`config.mk`:
```
export PLATFORM = sky130hd
export DESIGN_NAME = invocation_control
export DESIGN_NICKNAME = d
export VERILOG_FILES = /design/src/inv_ctrl_pkg.sv /design/src/invocation_control.sv /design/src/skid_buffer.sv
export VERILOG_INCLUDE_DIRS = /design/src /design/src/src
export SDC_FILE = /design/constraint.sdc
export NUM_CORES = 1
export LEC_CHECK = 0
export ABC_AREA = 1
export ABC_CLOCK_PERIOD_IN_PS = 5400
export BUFFER_PORTS_ARGS = -buffer_cell sky130_fd_sc_hd__buf_2
export CAP_MARGIN = 20
export CORE_MARGIN = 2
export CORE_UTILIZATION = 40
export CTS_BUF_LIST = sky130_fd_sc_hd__clkbuf_16
export DETAILED_ROUTE_END_ITERATION = 6
export HOLD_SLACK_MARGIN = 0.02
export PLACE_DENSITY = 0.75
export SETUP_SLACK_MARGIN = 0.1
export SLEW_MARGIN = 10
export SYNTH_ARGS = -nofsm -noshare
export SYNTH_HDL_FRONTEND = slang
export SYNTH_HIERARCHICAL = 1
export SYNTH_SLANG_ARGS = --single-unit
```
`constraint.sdc`:
```
create_clock -name clk -period 5.4 [get_ports clk]
set_clock_uncertainty 0.2 [all_clocks]
set_input_delay 1.08 -clock clk [delete_from_list [all_inputs] [get_ports clk]]
set_output_delay 1.08 -clock clk [all_outputs]
set_load 0.02 [all_outputs]
```
`src/inv_ctrl_regs.svh`:
```
// Timing counts and reset values for the invocation control block.
// Assumes inclusion by bare name from design files.
// Functional notes
// - Default variant uses start, busy, stall and done handshake.
// - Slave variant keeps start, done and return value in registers.
// - Always-running variant forces start high and has no done output.
// - Stall-free variant has no stall input; stall is held at zero.
// - Unstable arguments are sampled with their own start.
// - Unstable arguments may change between in-flight invocations.
// - Stable applies to scalars, address conduits and slave registers only.
// - Stable pointer makes only the address stable; master port unchanged.
// - Globals and pointers share one master port with arbitration.
// - Constant globals get no master path and no address conduit; HAS_GLOBAL of 0 drops the global store, but the glob_addr input stays.
// - During reset busy is high and done is low.
// - After reset busy stays high until initialization completes.
// - No interface is valid until busy first falls after reset.
`ifndef INV_CTRL_REGS_SVH
`define INV_CTRL_REGS_SVH
`define INV_INIT_CYCLES  16
`define INV_LATENCY      3
`define INV_INIT_CNT_W   8
`define INV_BUSY_RST     1'b1
`define INV_DONE_RST     1'b0
`define INV_PEND_PTR     0
`define INV_PEND_GLOB    1
`endif

```
`src/inv_ctrl_pkg.sv`:
```
// Types shared by the invocation control block.
// Assumes nothing beyond a SystemVerilog compiler.
package inv_ctrl_pkg;
    // Invocation variants
    typedef enum logic [1:0] {
        MODE_HANDSHAKE,
        MODE_SLAVE_REG,
        MODE_ALWAYS_RUN,
        MODE_STALL_FREE
    } inv_mode_t;
    // Start-up sequencing
    typedef enum logic {
        ST_INIT,
        ST_RUN
    } init_state_t;
endpackage : inv_ctrl_pkg

```
`src/invocation_control.sv`:
```
// Invocation control of a pipelined component: start/stall in, busy/done out,
// slave-register and always-running variants, shared master port for stores.
// Assumes one clock, a reset released synchronously, and same-clock partners.
`timescale 1ns/1ns
`include "inv_ctrl_regs.svh"
module invocation_control
    import inv_ctrl_pkg::*;
#(
    parameter inv_mode_t MODE        = MODE_HANDSHAKE,
    parameter int        ARG_W       = 32,
    parameter int        ADDR_W      = 32,
    parameter int        LATENCY     = `INV_LATENCY,
    parameter int        INIT_CYCLES = `INV_INIT_CYCLES,
    parameter bit        HAS_GLOBAL  = 1'b1
) (
    input  wire logic              clk,
    input  wire logic              rst_n,
    input  wire logic              start,
    output logic                   busy,
    input  wire logic              stall,
    output logic                   done,
    output logic [ARG_W-1:0]       returndata,
    input  wire logic [ARG_W-1:0]  arg_in,
    input  wire logic [ARG_W-1:0]  stable_arg,
    input  wire logic              slv_start_wr,
    input  wire logic              slv_done_clr,
    output logic                   slv_done,
    output logic [ARG_W-1:0]       slv_returndata,
    input  wire logic [ADDR_W-1:0] ptr_addr,
    input  wire logic [ADDR_W-1:0] glob_addr,
    output logic [ADDR_W-1:0]      mm_address,
    output logic                   mm_write,
    output logic [ARG_W-1:0]       mm_writedata,
    input  wire logic              mm_waitrequest
);
    localparam int LAST = LATENCY - 1;

    // Elaboration checks
    if (LATENCY < 2) begin : g_bad_lat
        $error("LATENCY must be at least 2");
    end
    if (INIT_CYCLES < 1 || INIT_CYCLES >= (1 << `INV_INIT_CNT_W)) begin : g_bad_init
        $error("INIT_CYCLES out of range");
    end

    function automatic logic is_mode(input inv_mode_t m);
        return MODE == m;
    endfunction : is_mode

    init_state_t             st_r, st_nxt;
    logic [`INV_INIT_CNT_W-1:0] icnt_r, icnt_nxt;
    logic                    val_r [LATENCY];
    logic                    val_nxt [LATENCY];
    logic [ARG_W-1:0]        dat_r [LATENCY];
    logic [ARG_W-1:0]        dat_nxt [LATENCY];
    logic [1:0]              pend_r, pend_nxt;
    logic                    sreq_r, sreq_nxt;
    logic                    sdone_r, sdone_nxt;
    logic [ARG_W-1:0]        sret_r, sret_nxt;
    logic                    start_eff, stall_eff, accept, adv, leave, enter;
    logic                    buf_in_ready, buf_out_valid, buf_out_ready;
    logic [ARG_W-1:0]        buf_out_data;

    // Variant-dependent start and stall
    always_comb begin
        start_eff = start;
        stall_eff = stall;
        if (is_mode(MODE_SLAVE_REG)) begin
            start_eff = sreq_r;
        end
        if (is_mode(MODE_ALWAYS_RUN)) begin
            start_eff = 1'b1;
        end
        if (is_mode(MODE_STALL_FREE)) begin
            stall_eff = 1'b0;
        end
    end

    // Pipeline flow control
    assign leave  = val_r[LAST] && (pend_r == 2'b00) && buf_in_ready;
    assign adv    = (st_r == ST_RUN) && (!val_r[LAST] || leave);
    assign busy   = !adv;
    assign accept = start_eff && adv;
    assign enter  = adv && val_r[LAST-1];

    // Start-up sequencing
    always_comb begin
        st_nxt   = st_r;
        icnt_nxt = icnt_r;
        unique case (st_r)
            ST_INIT: begin
                icnt_nxt = icnt_r + 1'b1;
                if (icnt_r == INIT_CYCLES[`INV_INIT_CNT_W-1:0] - 1'b1) begin
                    st_nxt = ST_RUN;
                end
            end
            ST_RUN: begin
                icnt_nxt = icnt_r;
            end
        endcase
    end

    always_ff @(posedge clk) begin
        if (!rst_n) begin
            st_r   <= ST_INIT;
            icnt_r <= '0;
        end else begin
            st_r   <= st_nxt;
            icnt_r <= icnt_nxt;
        end
    end

    // Pipeline: unstable argument captured at accept, stable one read live
    always_comb begin
        val_nxt = val_r;
        dat_nxt = dat_r;
        if (adv) begin
            val_nxt[0] = accept;
            dat_nxt[0] = arg_in;
            for (int i = 1; i < LATENCY; i++) begin
                val_nxt[i] = val_r[i-1];
                dat_nxt[i] = dat_r[i-1];
            end
            dat_nxt[LAST] = dat_r[LAST-1] + stable_arg;
        end
    end

    always_ff @(posedge clk) begin
        dat_r <= dat_nxt;
        if (!rst_n) begin
            for (int i = 0; i < LATENCY; i++) begin
                val_r[i] <= 1'b0;
            end
        end else begin
            val_r <= val_nxt;
        end
    end

    // Shared master port: pointer store first, then global store
    always_comb begin
        pend_nxt = pend_r;
        if (enter) begin
            pend_nxt[`INV_PEND_PTR]  = 1'b1;
            pend_nxt[`INV_PEND_GLOB] = HAS_GLOBAL;
        end else if (!mm_waitrequest) begin
            if (pend_r[`INV_PEND_PTR]) begin
                pend_nxt[`INV_PEND_PTR] = 1'b0;
            end else begin
                pend_nxt[`INV_PEND_GLOB] = 1'b0;
            end
        end
    end

    always_ff @(posedge clk) begin
        if (!rst_n) begin
            pend_r <= 2'b00;
        end else begin
            pend_r <= pend_nxt;
        end
    end

    assign mm_write     = |pend_r;
    assign mm_writedata = dat_r[LAST];
    assign mm_address   = pend_r[`INV_PEND_PTR] ? ptr_addr : glob_addr;

    // Completion buffer absorbs receiver stalls
    skid_buffer #(
        .W (ARG_W)
    ) u_done_buf (
        .clk       (clk),
        .rst_n     (rst_n),
        .in_valid  (leave),
        .in_ready  (buf_in_ready),
        .in_data   (dat_r[LAST]),
        .out_valid (buf_out_valid),
        .out_ready (buf_out_ready),
        .out_data  (buf_out_data)
    );

    // Drain policy per variant
    always_comb begin
        buf_out_ready = !stall_eff;
        if (is_mode(MODE_SLAVE_REG)) begin
            buf_out_ready = !sdone_r || slv_done_clr;
        end
        if (is_mode(MODE_ALWAYS_RUN)) begin
            buf_out_ready = 1'b1;
        end
    end

    assign done       = (is_mode(MODE_HANDSHAKE) || is_mode(MODE_STALL_FREE)) && buf_out_valid;
    assign returndata = buf_out_data;

    // Slave registers: start request, done flag, return value
    always_comb begin
        sreq_nxt  = (sreq_r && !accept) || slv_start_wr;
        sdone_nxt = sdone_r && !slv_done_clr;
        sret_nxt  = sret_r;
        if (buf_out_valid && buf_out_ready) begin
            sdone_nxt = 1'b1;                          // set wins over clear
            sret_nxt  = buf_out_data;
        end
        if (!is_mode(MODE_SLAVE_REG)) begin
            sreq_nxt  = 1'b0;
            sdone_nxt = 1'b0;
        end
    end

    always_ff @(posedge clk) begin
        if (!rst_n) begin
            sreq_r  <= 1'b0;
            sdone_r <= `INV_DONE_RST;
            sret_r  <= '0;
        end else begin
            sreq_r  <= sreq_nxt;
            sdone_r <= sdone_nxt;
            sret_r  <= sret_nxt;
        end
    end

    assign slv_done       = sdone_r;
    assign slv_returndata = sret_r;
endmodule : invocation_control

```
`src/skid_buffer.sv`:
```
// Two-entry buffer with valid and ready on both sides.
// Assumes one clock and a synchronous active-low reset.
`timescale 1ns/1ns
module skid_buffer #(
    parameter int W = 32
) (
    input  wire logic         clk,
    input  wire logic         rst_n,
    input  wire logic         in_valid,
    output logic              in_ready,
    input  wire logic [W-1:0] in_data,
    output logic              out_valid,
    input  wire logic         out_ready,
    output logic [W-1:0]      out_data
);
    logic [W-1:0] mem_r [2];
    logic [W-1:0] mem_nxt [2];
    logic         wp_r, wp_nxt, rp_r, rp_nxt;
    logic [1:0]   cnt_r, cnt_nxt;
    logic         push, pop;

    // Handshakes and read data
    assign in_ready  = (cnt_r != 2'h2);
    assign out_valid = (cnt_r != 2'h0);
    assign out_data  = mem_r[rp_r];
    assign push      = in_valid && in_ready;
    assign pop       = out_valid && out_ready;

    // Next pointers, count and storage
    always_comb begin
        mem_nxt = mem_r;
        wp_nxt  = wp_r ^ push;
        rp_nxt  = rp_r ^ pop;
        cnt_nxt = cnt_r + {1'b0, push} - {1'b0, pop};
        if (push) begin
            mem_nxt[wp_r] = in_data;
        end
    end

    // Register stage
    always_ff @(posedge clk) begin
        mem_r <= mem_nxt;
        if (!rst_n) begin
            wp_r  <= 1'b0;
            rp_r  <= 1'b0;
            cnt_r <= 2'h0;
        end else begin
            wp_r  <= wp_nxt;
            rp_r  <= rp_nxt;
            cnt_r <= cnt_nxt;
        end
    end
endmodule : skid_buffer

```
==> results of run 1 <==
critical path: stages, from the launching register on:
cell and delay [ps]:
dfxtp_1 430, buf_8 230, clkinv_2 370, nand4_2 240
a21oi_4 70, inv_1 110, buf_2 190
synth_stat cells (4+ instances only):
cell type,n
a21oi_1,26
a21oi_2,4
buf_2,8
buf_4,33
clkbuf_1,12
dfxtp_1,50
edfxtp_1,160
ha_1,34
inv_1,125
inv_2,9
nand2_1,426
nand2_2,21
nand3_1,26
nand4_1,5
nor2_1,117
nor2_2,4
nor3_1,6
nor3_2,5
o21ai_0,37
xor2_1,14
final cells by class:
class | count | area share
Clock inverter | 19 | 0.01741
Multi-Input combinational cell | 743 | 0.2822
Clock buffer | 23 | 0.04631
Sequential cell | 210 | 0.4671
Tap cell | 330 | 0.03322
Inverter | 135 | 0.04087
Timing Repair Buffer | 271 | 0.1129
cell families (layout without fill, tap and decap cells):
| kind of cell | count (synthesis) | in the layout |
|---|---|---|
| xor gates and xnor gates | 17 | 17 |
| and+or+nand+nor | 618 | 618 |
| DFF | 210 | 210 |
| AOI/OAI and AO/OA | 72 | 72 |
| other | 1 | 1 |
| buffers and inverters | 192 | 448 |
| adders and majority gates | 35 | 35 |
cell usage in the layout, fill, tap and decap left out, types with 2 or more instances in the layout:
master | netlist | final
nand2_1 | 426 | 426
buf_2 | 8 | 263
edfxtp_1 | 160 | 160
inv_1 | 125 | 132
nor2_1 | 117 | 116
dfxtp_1 | 50 | 50
o21ai_0 | 37 | 37
ha_1 | 34 | 34
a21oi_1 | 26 | 26
nand3_1 | 26 | 26
clkbuf_16 | 0 | 23
nand2_2 | 21 | 21
xor2_1 | 14 | 14
inv_2 | 9 | 9
nor3_1 | 6 | 6
buf_4 | 33 | 6
nor3_2 | 5 | 5
nor2_2 | 4 | 5
nand4_1 | 5 | 5
bufinv_16 | 0 | 4
a21oi_2 | 4 | 3
xnor2_1 | 3 | 3
nand3_2 | 3 | 3
o21bai_1 | 3 | 3
clkinv_2 | 1 | 3
clkinv_1 | 0 | 2
per-layer routing:
metal / share of wire / wire, um / track usage / vias to the layer above
met1: 0.40 / 9384 / 0.1876 / 3571
met5: 0 / 0 / 0 / -
li1: - / - / - / 4084
met3: 0.062 / 1467 / 0.02539 / 40
met4: 0.024 / 579 / 0.06419 / 0
met2: 0.52 / 12210 / 0.3260 / 240
final timing paths:
kind,start,to,cells after the start
hold / removal,dat_r[71],dat_r[39],0
setup reg to reg,pend_r[0],dat_r[52],6
hold reg to reg,dat_r[71],dat_r[39],0
setup / recovery,pend_r[0],busy,6
registers in the layout (all words and copies together) (netlist names), 2 cells and up:
name / cells
u_done_buf/mem_r: 64
dat_r: 64
slv_returndata: 32
mm_writedata: 32
val_r: 3
u_done_buf/cnt_r: 2
pend_r: 2
icnt_r: 8
power by group through the flow:
stage	clock network, uW	logic (uW)	registers [uW]
after global placement	0	620	1830
final	1610	631	1800
after floorplan	0	352	1890
after CTS	1650	633	1800
after global routing	1710	706	1810
after detailed placement	0	631	1840
metrics by stage:
step | setup WS (ps) | instance area, um2 | hold WS, ps | total power [uW]
after floorplan | 1294 | 10190 | 200.3 | 2243
after global placement | 1860 | 11590 | 200.3 | 2455
after detailed placement | 1736 | 11590 | 204.5 | 2468
after CTS | 1177 | 12390 | 218.4 | 4084
after global routing | 1807 | 12430 | 224.9 | 4224
final | 1954 | 12430 | 215.9 | 4040
==> impl_metrics.sql, run 1 <==
INSERT INTO impl_metrics (metric_group, metric, value, unit) VALUES
('detailed_routing', 'detail_route.vias_per_cell', '4.584', ''),
('detailed_routing', 'route.antenna.remaining_nets', '0', ''),
('floorplanning', 'fp.dieArea', '0.02675', 'mm2'),
('synth', 'ys_async_sr_fraction', '0', ''),
('power', 'relative_contribution_of_sequential_cells_to_total_power', '0.446', ''),
('synth', 'ys_seq_elements', '210', ''),
('setup_path', 'arrival', '2170', 'ps'),
('final_layout', 'nFillCells', '2363', ''),
('sta', 'hold_viol_final', '0', ''),
('detailed_routing', 'postRouteWirelength', '23.64', 'mm'),
('final_layout', 'post-route-util', '0.4950', ''),
('power', 'power.density_cell_area', '325.0', 'mW/mm2'),
('global_routing', 'first_global_vias', '7411', ''),
('setup_path', 'crit_path_max_fanout', '34', ''),
('synth', 'synth_top_family_by_area', 'simple AND/OR/NAND/NOR gates', ''),
('global_routing', 'grt_first_pass_wirelength', '35.67', 'mm'),
('setup_path', 'worstSetupStartpointType', 'flip-flop', ''),
('placed_design', 'placement.io_buffers', '263', ''),
('global_routing', 'track_usage', '0.1698', ''),
('clock_tree', 'worstSkewPairLatency', '520', 'ps'),
('clock_tree', 'cts.path.max_buffers', '3', ''),
('global_routing', 'grt_antenna_before_repair', '0', ''),
('final_layout', 'multi_input_gate_area', '0.003507', 'mm2'),
('power', 'clock_power_share', '0.397', ''),
('final_layout', 'antenna-diode-count', '0', ''),
('synth', 'postSynthAreaPerCell', '8.892', 'um2'),
('synth', 'synthesis.yosys.warnings', '6', ''),
('final_layout', 'drive_gt1_frac', '0.2534', ''),
('clock_tree', 'post_cts_resize_count', '0', ''),
('floorplanning', 'floorplan.die.width', '163.5', 'um'),
('synth', 'synth_compound_area_frac', '0.03785', ''),
('final_layout', 'area_growth_syn_to_layout', '22.08', '%'),
('final_layout', 'final_cells', '1731', ''),
('global_routing', 'global_route.overflow_total', '0', ''),
('placed_design', 'place_inst', '1687', ''),
('clock_tree', 'root_buffer_master', 'clkbuf_16', ''),
('sta', 'max_slew.worst_pin.slew', '721.4', 'ps'),
('synth', 'synthDominantCellAreaShare', '0.4719', ''),
('clock_tree', 'cts_setup_buffers', '0', ''),
('detailed_routing', 'detail_route.drc_violations', '0', ''),
('floorplanning', 'initial_core_util', '0.4055', ''),
('synth', 'synth_top_area_cell', 'edfxtp_1', ''),
('power', 'power_switching_share', '0.2659', ''),
('floorplanning', 'die_height', '163.5', 'um'),
('placed_design', 'globalplace.congestion', '0.8869', ''),
('sta', 'finalCriticalPeriod', '3446', 'ps'),
('placed_design', 'hpwl', '17.95', 'mm'),
('setup_path', 'timing.setup.critical_path_class', 'reg -> out', ''),
('sta', 'max_freq', '0.2902', 'GHz'),
('clock_tree', 'cts_inserted_buffers', '23', ''),
('flow_run', 'drv.max_cap_violation_count', '0', ''),
('floorplanning', 'coreArea', '0.02511', 'mm2'),
('sta', 'drv_slew', '0', ''),
('clock_tree', 'htree_levels', '1', ''),
('synth', 'post_synth_main_area_contributors', 'edfxtp_1 (47%), nand2_1 (16%), dfxtp_1 (9.8%)', ''),
('power', 'ir_worst_vdd', '0.2714', 'mV'),
('synth', 'synth-edff-count', '160', ''),
('synth', 'multiplexer_share_of_the_synthesized_area', '0', ''),
('floorplanning', 'core.rowCount', '58', ''),
('synth', 'syn-num-nets', '1315', ''),
('setup_path', 'r2r_slack', '2440', 'ps'),
('clock_tree', 'clock_sinks', '210', ''),
('status', 'status', 'complete, no violations', ''),
('floorplanning', 'top_level_ports', '267', ''),
('synth', 'fraction_of_synthesized_cell_area_in_xor_and_xnor_cells', '0.01462', ''),
('sta', 'period_share', '0.6381', ''),
('synth', 'synthSimpleGateAreaFrac', '0.2469', ''),
('synth', 'top_ff_cell_synth', 'edfxtp_1', ''),
('power', 'share_comb_of_total_power', '0.156', ''),
('setup_path', 'worst_ep_required_time', '4120', 'ps'),
('detailed_routing', 'wl_per_cell', '13.66', 'um');
(Power assumes the default switching activity.)
==> run 2: changes to the inputs <==
ABC_CLOCK_PERIOD_IN_PS = 3300   (was 5400)
clock period = 3.3 ns   (was 5.4 ns; I/O delays follow)
==> run 2 against run 1 <==
Compared with the run above:
- first-iteration DRC count is 12% lower
- design area is 0.92% lower
- sequential power is 64% higher
- total power is 56% higher
- sequential cell count stayed put
- critical path depth is 2 lower
- largest power group unchanged
==> impl_metrics.sql, run 2 (same netlist as run 1, synthesis figures left out) <==
INSERT INTO impl_metrics (metric_group, metric, value, unit) VALUES
('detailed_routing', 'route.antenna.remaining_nets', '0', ''),
('setup_path', 'r2r_slack', '930', 'ps'),
('final_layout', 'finish.instance_area', '0.01232', 'mm2'),
('floorplanning', 'coreArea', '0.02511', 'mm2'),
('final_layout', 'leading_cell_type_in_the_layout_fill_and_taps_excluded', 'nand2_1', ''),
('setup_path', 'regToRegEndpoint', 'mm_writedata[28]', ''),
('floorplanning', 'fp.dieArea', '0.02675', 'mm2'),
('global_routing', 'first_global_vias', '7310', ''),
('placed_design', 'placed_cell_area', '0.01163', 'mm2'),
('power', 'ir_worst_vdd', '0.3713', 'mV'),
('power', 'share_comb_of_total_power', '0.160', ''),
('detailed_routing', 'detail_route.vias_per_cell', '4.571', ''),
('placed_design', 'hpwl', '17.79', 'mm'),
('final_layout', 'drive_gt1_frac', '0.2529', ''),
('clock_tree', 'root_buffer_master', 'clkbuf_16', ''),
('power', 'power.density_cell_area', '511.0', 'mW/mm2'),
('detailed_routing', 'postRouteWirelength', '23.47', 'mm'),
('worst_hold_path', 'hold_path_depth', '1', ''),
('setup_path', 'arrival', '1990', 'ps'),
('setup_path', 'timing.setup.critical_path_class', 'reg -> out', ''),
('setup_path', 'crit_path_max_fanout', '33', ''),
('final_layout', 'layout_top_registers', 'dat_r (64), u_done_buf/mem_r (64)', ''),
('final_layout', 'multi_input_gate_area', '0.003516', 'mm2'),
('power', 'static-leakage-power', '0.005920', 'uW'),
('sta', 'max_slew.worst_pin.slew', '726.6', 'ps'),
('setup_path', 'worst_ep_required_time', '2440', 'ps'),
('sta', 'drv_slew', '0', ''),
('clock_tree', 'cts_inserted_buffers', '23', ''),
('clock_tree', 'cts.path.max_buffers', '3', ''),
('worst_hold_path', 'hold_path_end', 'dat_r[84]', ''),
('floorplanning', 'core.rowCount', '58', ''),
('detailed_routing', 'wl_per_cell', '13.56', 'um'),
('final_layout', 'nNetsFinal', '1553', ''),
('global_routing', 'track_usage', '0.1682', ''),
('final_layout', 'area.sequential', '0.005807', 'mm2'),
('placed_design', 'place_ws', '533.3', 'ps'),
('setup_path', 'worstSetupStartpointType', 'flip-flop', ''),
('status', 'status', 'complete, no violations', ''),
('sta', 'max_slew_margin', '0.5156', ''),
('global_routing', 'grt_max_degree', '100', ''),
('detailed_routing', 'detailedRoute.firstIterationViolations', '353', ''),
('setup_path', 'setup.worst_path.end_class', 'output pin', ''),
('detailed_routing', 'firstDrtPassIters', '5', ''),
('clock_tree', 'cts_tree', 'built', ''),
('setup_path', 'reg2regPathDepth', '12', ''),
('clock_tree', 'cts.clk_slew.worst_paths', '60', 'ps'),
('final_layout', 'nFillCells', '2349', ''),
('global_routing', 'global_route.overflow_total', '0', ''),
('floorplanning', 'floorplan.die.width', '163.5', 'um'),
('detailed_routing', 'detail_route.drc_violations', '0', ''),
('final_layout', 'antenna-diode-count', '0', ''),
('sta', 'finalCriticalPeriod', '2851', 'ps'),
('clock_tree', 'cts_setup_buffers', '0', ''),
('global_routing', 'grt_antenna_before_repair', '0', ''),
('placed_design', 'placement.io_buffers', '263', ''),
('setup_path', 'reg2reg_start', 'dat_r[32]', ''),
('power', 'internal_power', '4561', 'uW'),
('flow_run', 'drv.max_cap_violation_count', '0', ''),
('floorplanning', 'die_height', '163.5', 'um'),
('clock_tree', 'post_cts_resize_count', '0', ''),
('clock_tree', 'clock_sinks', '210', ''),
('power', 'total_power', '6294', 'uW'),
('detailed_routing', 'num_vias', '7908', ''),
('placed_design', 'globalplace.congestion', '0.8794', ''),
('clock_tree', 'worstSkewPairLatency', '510', 'ps'),
('worst_hold_path', 'worst_hold_startpoint', 'arg_in[20]', ''),
('sta', 'report.final.setup_viol', '0', ''),
('sta', 'hold_viol_final', '0', ''),
('sta', 'period_share', '0.8639', ''),
('final_layout', 'layout.cells.most_common_list', 'nand2_1 (426), buf_2 (263), edfxtp_1 (160)', ''),
('final_layout', 'final_cells', '1730', ''),
('power', 'switching_power', '1733', 'uW'),
('power', 'relative_contribution_of_sequential_cells_to_total_power', '0.471', ''),
('global_routing', 'grt_first_pass_wirelength', '35.14', 'mm'),
('floorplanning', 'initial_core_util', '0.4055', ''),
('floorplanning', 'top_level_ports', '267', ''),
('power', 'clock_power_share', '0.369', ''),
('placed_design', 'place_inst', '1688', ''),
('worst_hold_path', 'min_path_type', 'in -> reg', ''),
('sta', 'worst_slack', '449.0', 'ps'),
('sta', 'grt_setup_unrepaired', 'no', ''),
('sta', 'max_freq', '0.3508', 'GHz'),
('power', 'power_switching_share', '0.2754', ''),
('clock_tree', 'holdBufCountCts', '0', ''),
('final_layout', 'area_growth_syn_to_layout', '20.97', '%'),
('clock_tree', 'htree_levels', '1', '');
-- run 2: changes by cell type in the layout (fill, tap and decap cells not counted), sizes merged --
cell | previous run | this run
clkbuf | 23 | 24
clkinvlp | 1 | 2
inv | 142 | 144
buf | 271 | 270
bufinv | 4 | 0
-- run 2: worst max-delay path, stage by stage, from the launching register on --
cell and delay (ps):
dfxtp_1 450, inv_2 540, nand2_1 110, nand2_1 170, buf_2 200
-- run 2: final cells by class --
cell class	instances	area share
Multi-Input combinational cell	743	0.2855
Timing Repair Buffer	270	0.1122
Tap cell	330	0.03353
Clock buffer	24	0.04877
Inverter	135	0.04155
Sequential cell	210	0.4715
Clock inverter	18	0.007010
-- run 2: per-layer routing --
| layer | global-route usage | wire (um) | vias to the layer above |
|---|---|---|---|
| li1 | - | - | 4074 |
| met5 | 0 | 0 | - |
| met3 | 0.02869 | 1575 | 37 |
| met1 | 0.1820 | 9155 | 3544 |
| met2 | 0.3283 | 12150 | 253 |
| met4 | 0.05622 | 584 | 0 |
-- run 2: power groups by stage --
| stage | clock (uW) | sequential (uW) | combinational, uW |
|---|---|---|---|
| CTS | 2400 | 2960 | 1020 |
| floorplan | 0 | 3090 | 578 |
| finish | 2320 | 2960 | 1010 |
| global placement | 0 | 3010 | 1000 |
| global route | 2500 | 2970 | 1130 |
| detailed placement | 0 | 3020 | 1020 |
-- run 2: how the worst max path moves through the flow --
stage | depth (start not counted) | slack, ps | startpoint | to
after floorplan | 5 | -310 | u_done_buf/cnt_r[0] | busy
after global placement | 13 | 580 | stable_arg[0] | mm_writedata[28]
after detailed placement | 13 | 530 | stable_arg[0] | mm_writedata[28]
after CTS | 4 | 400 | u_done_buf/rp_r | returndata[14]
after global routing | 4 | 280 | u_done_buf/rp_r | returndata[14]
final | 4 | 450 | u_done_buf/rp_r | returndata[14]
-- run 2: through the flow --
stage	setup TNS, ps	util	hold slack (ps)
2_1_floorplan	-404.8	-	200.3
3_3_place_gp	0	0.4631	200.4
3_5_place_dp	0	0.4631	204.5
4_1_cts	0	0.4905	86.68
5_1_grt	0	0.4905	92.97
6_report	0	0.4905	116.6
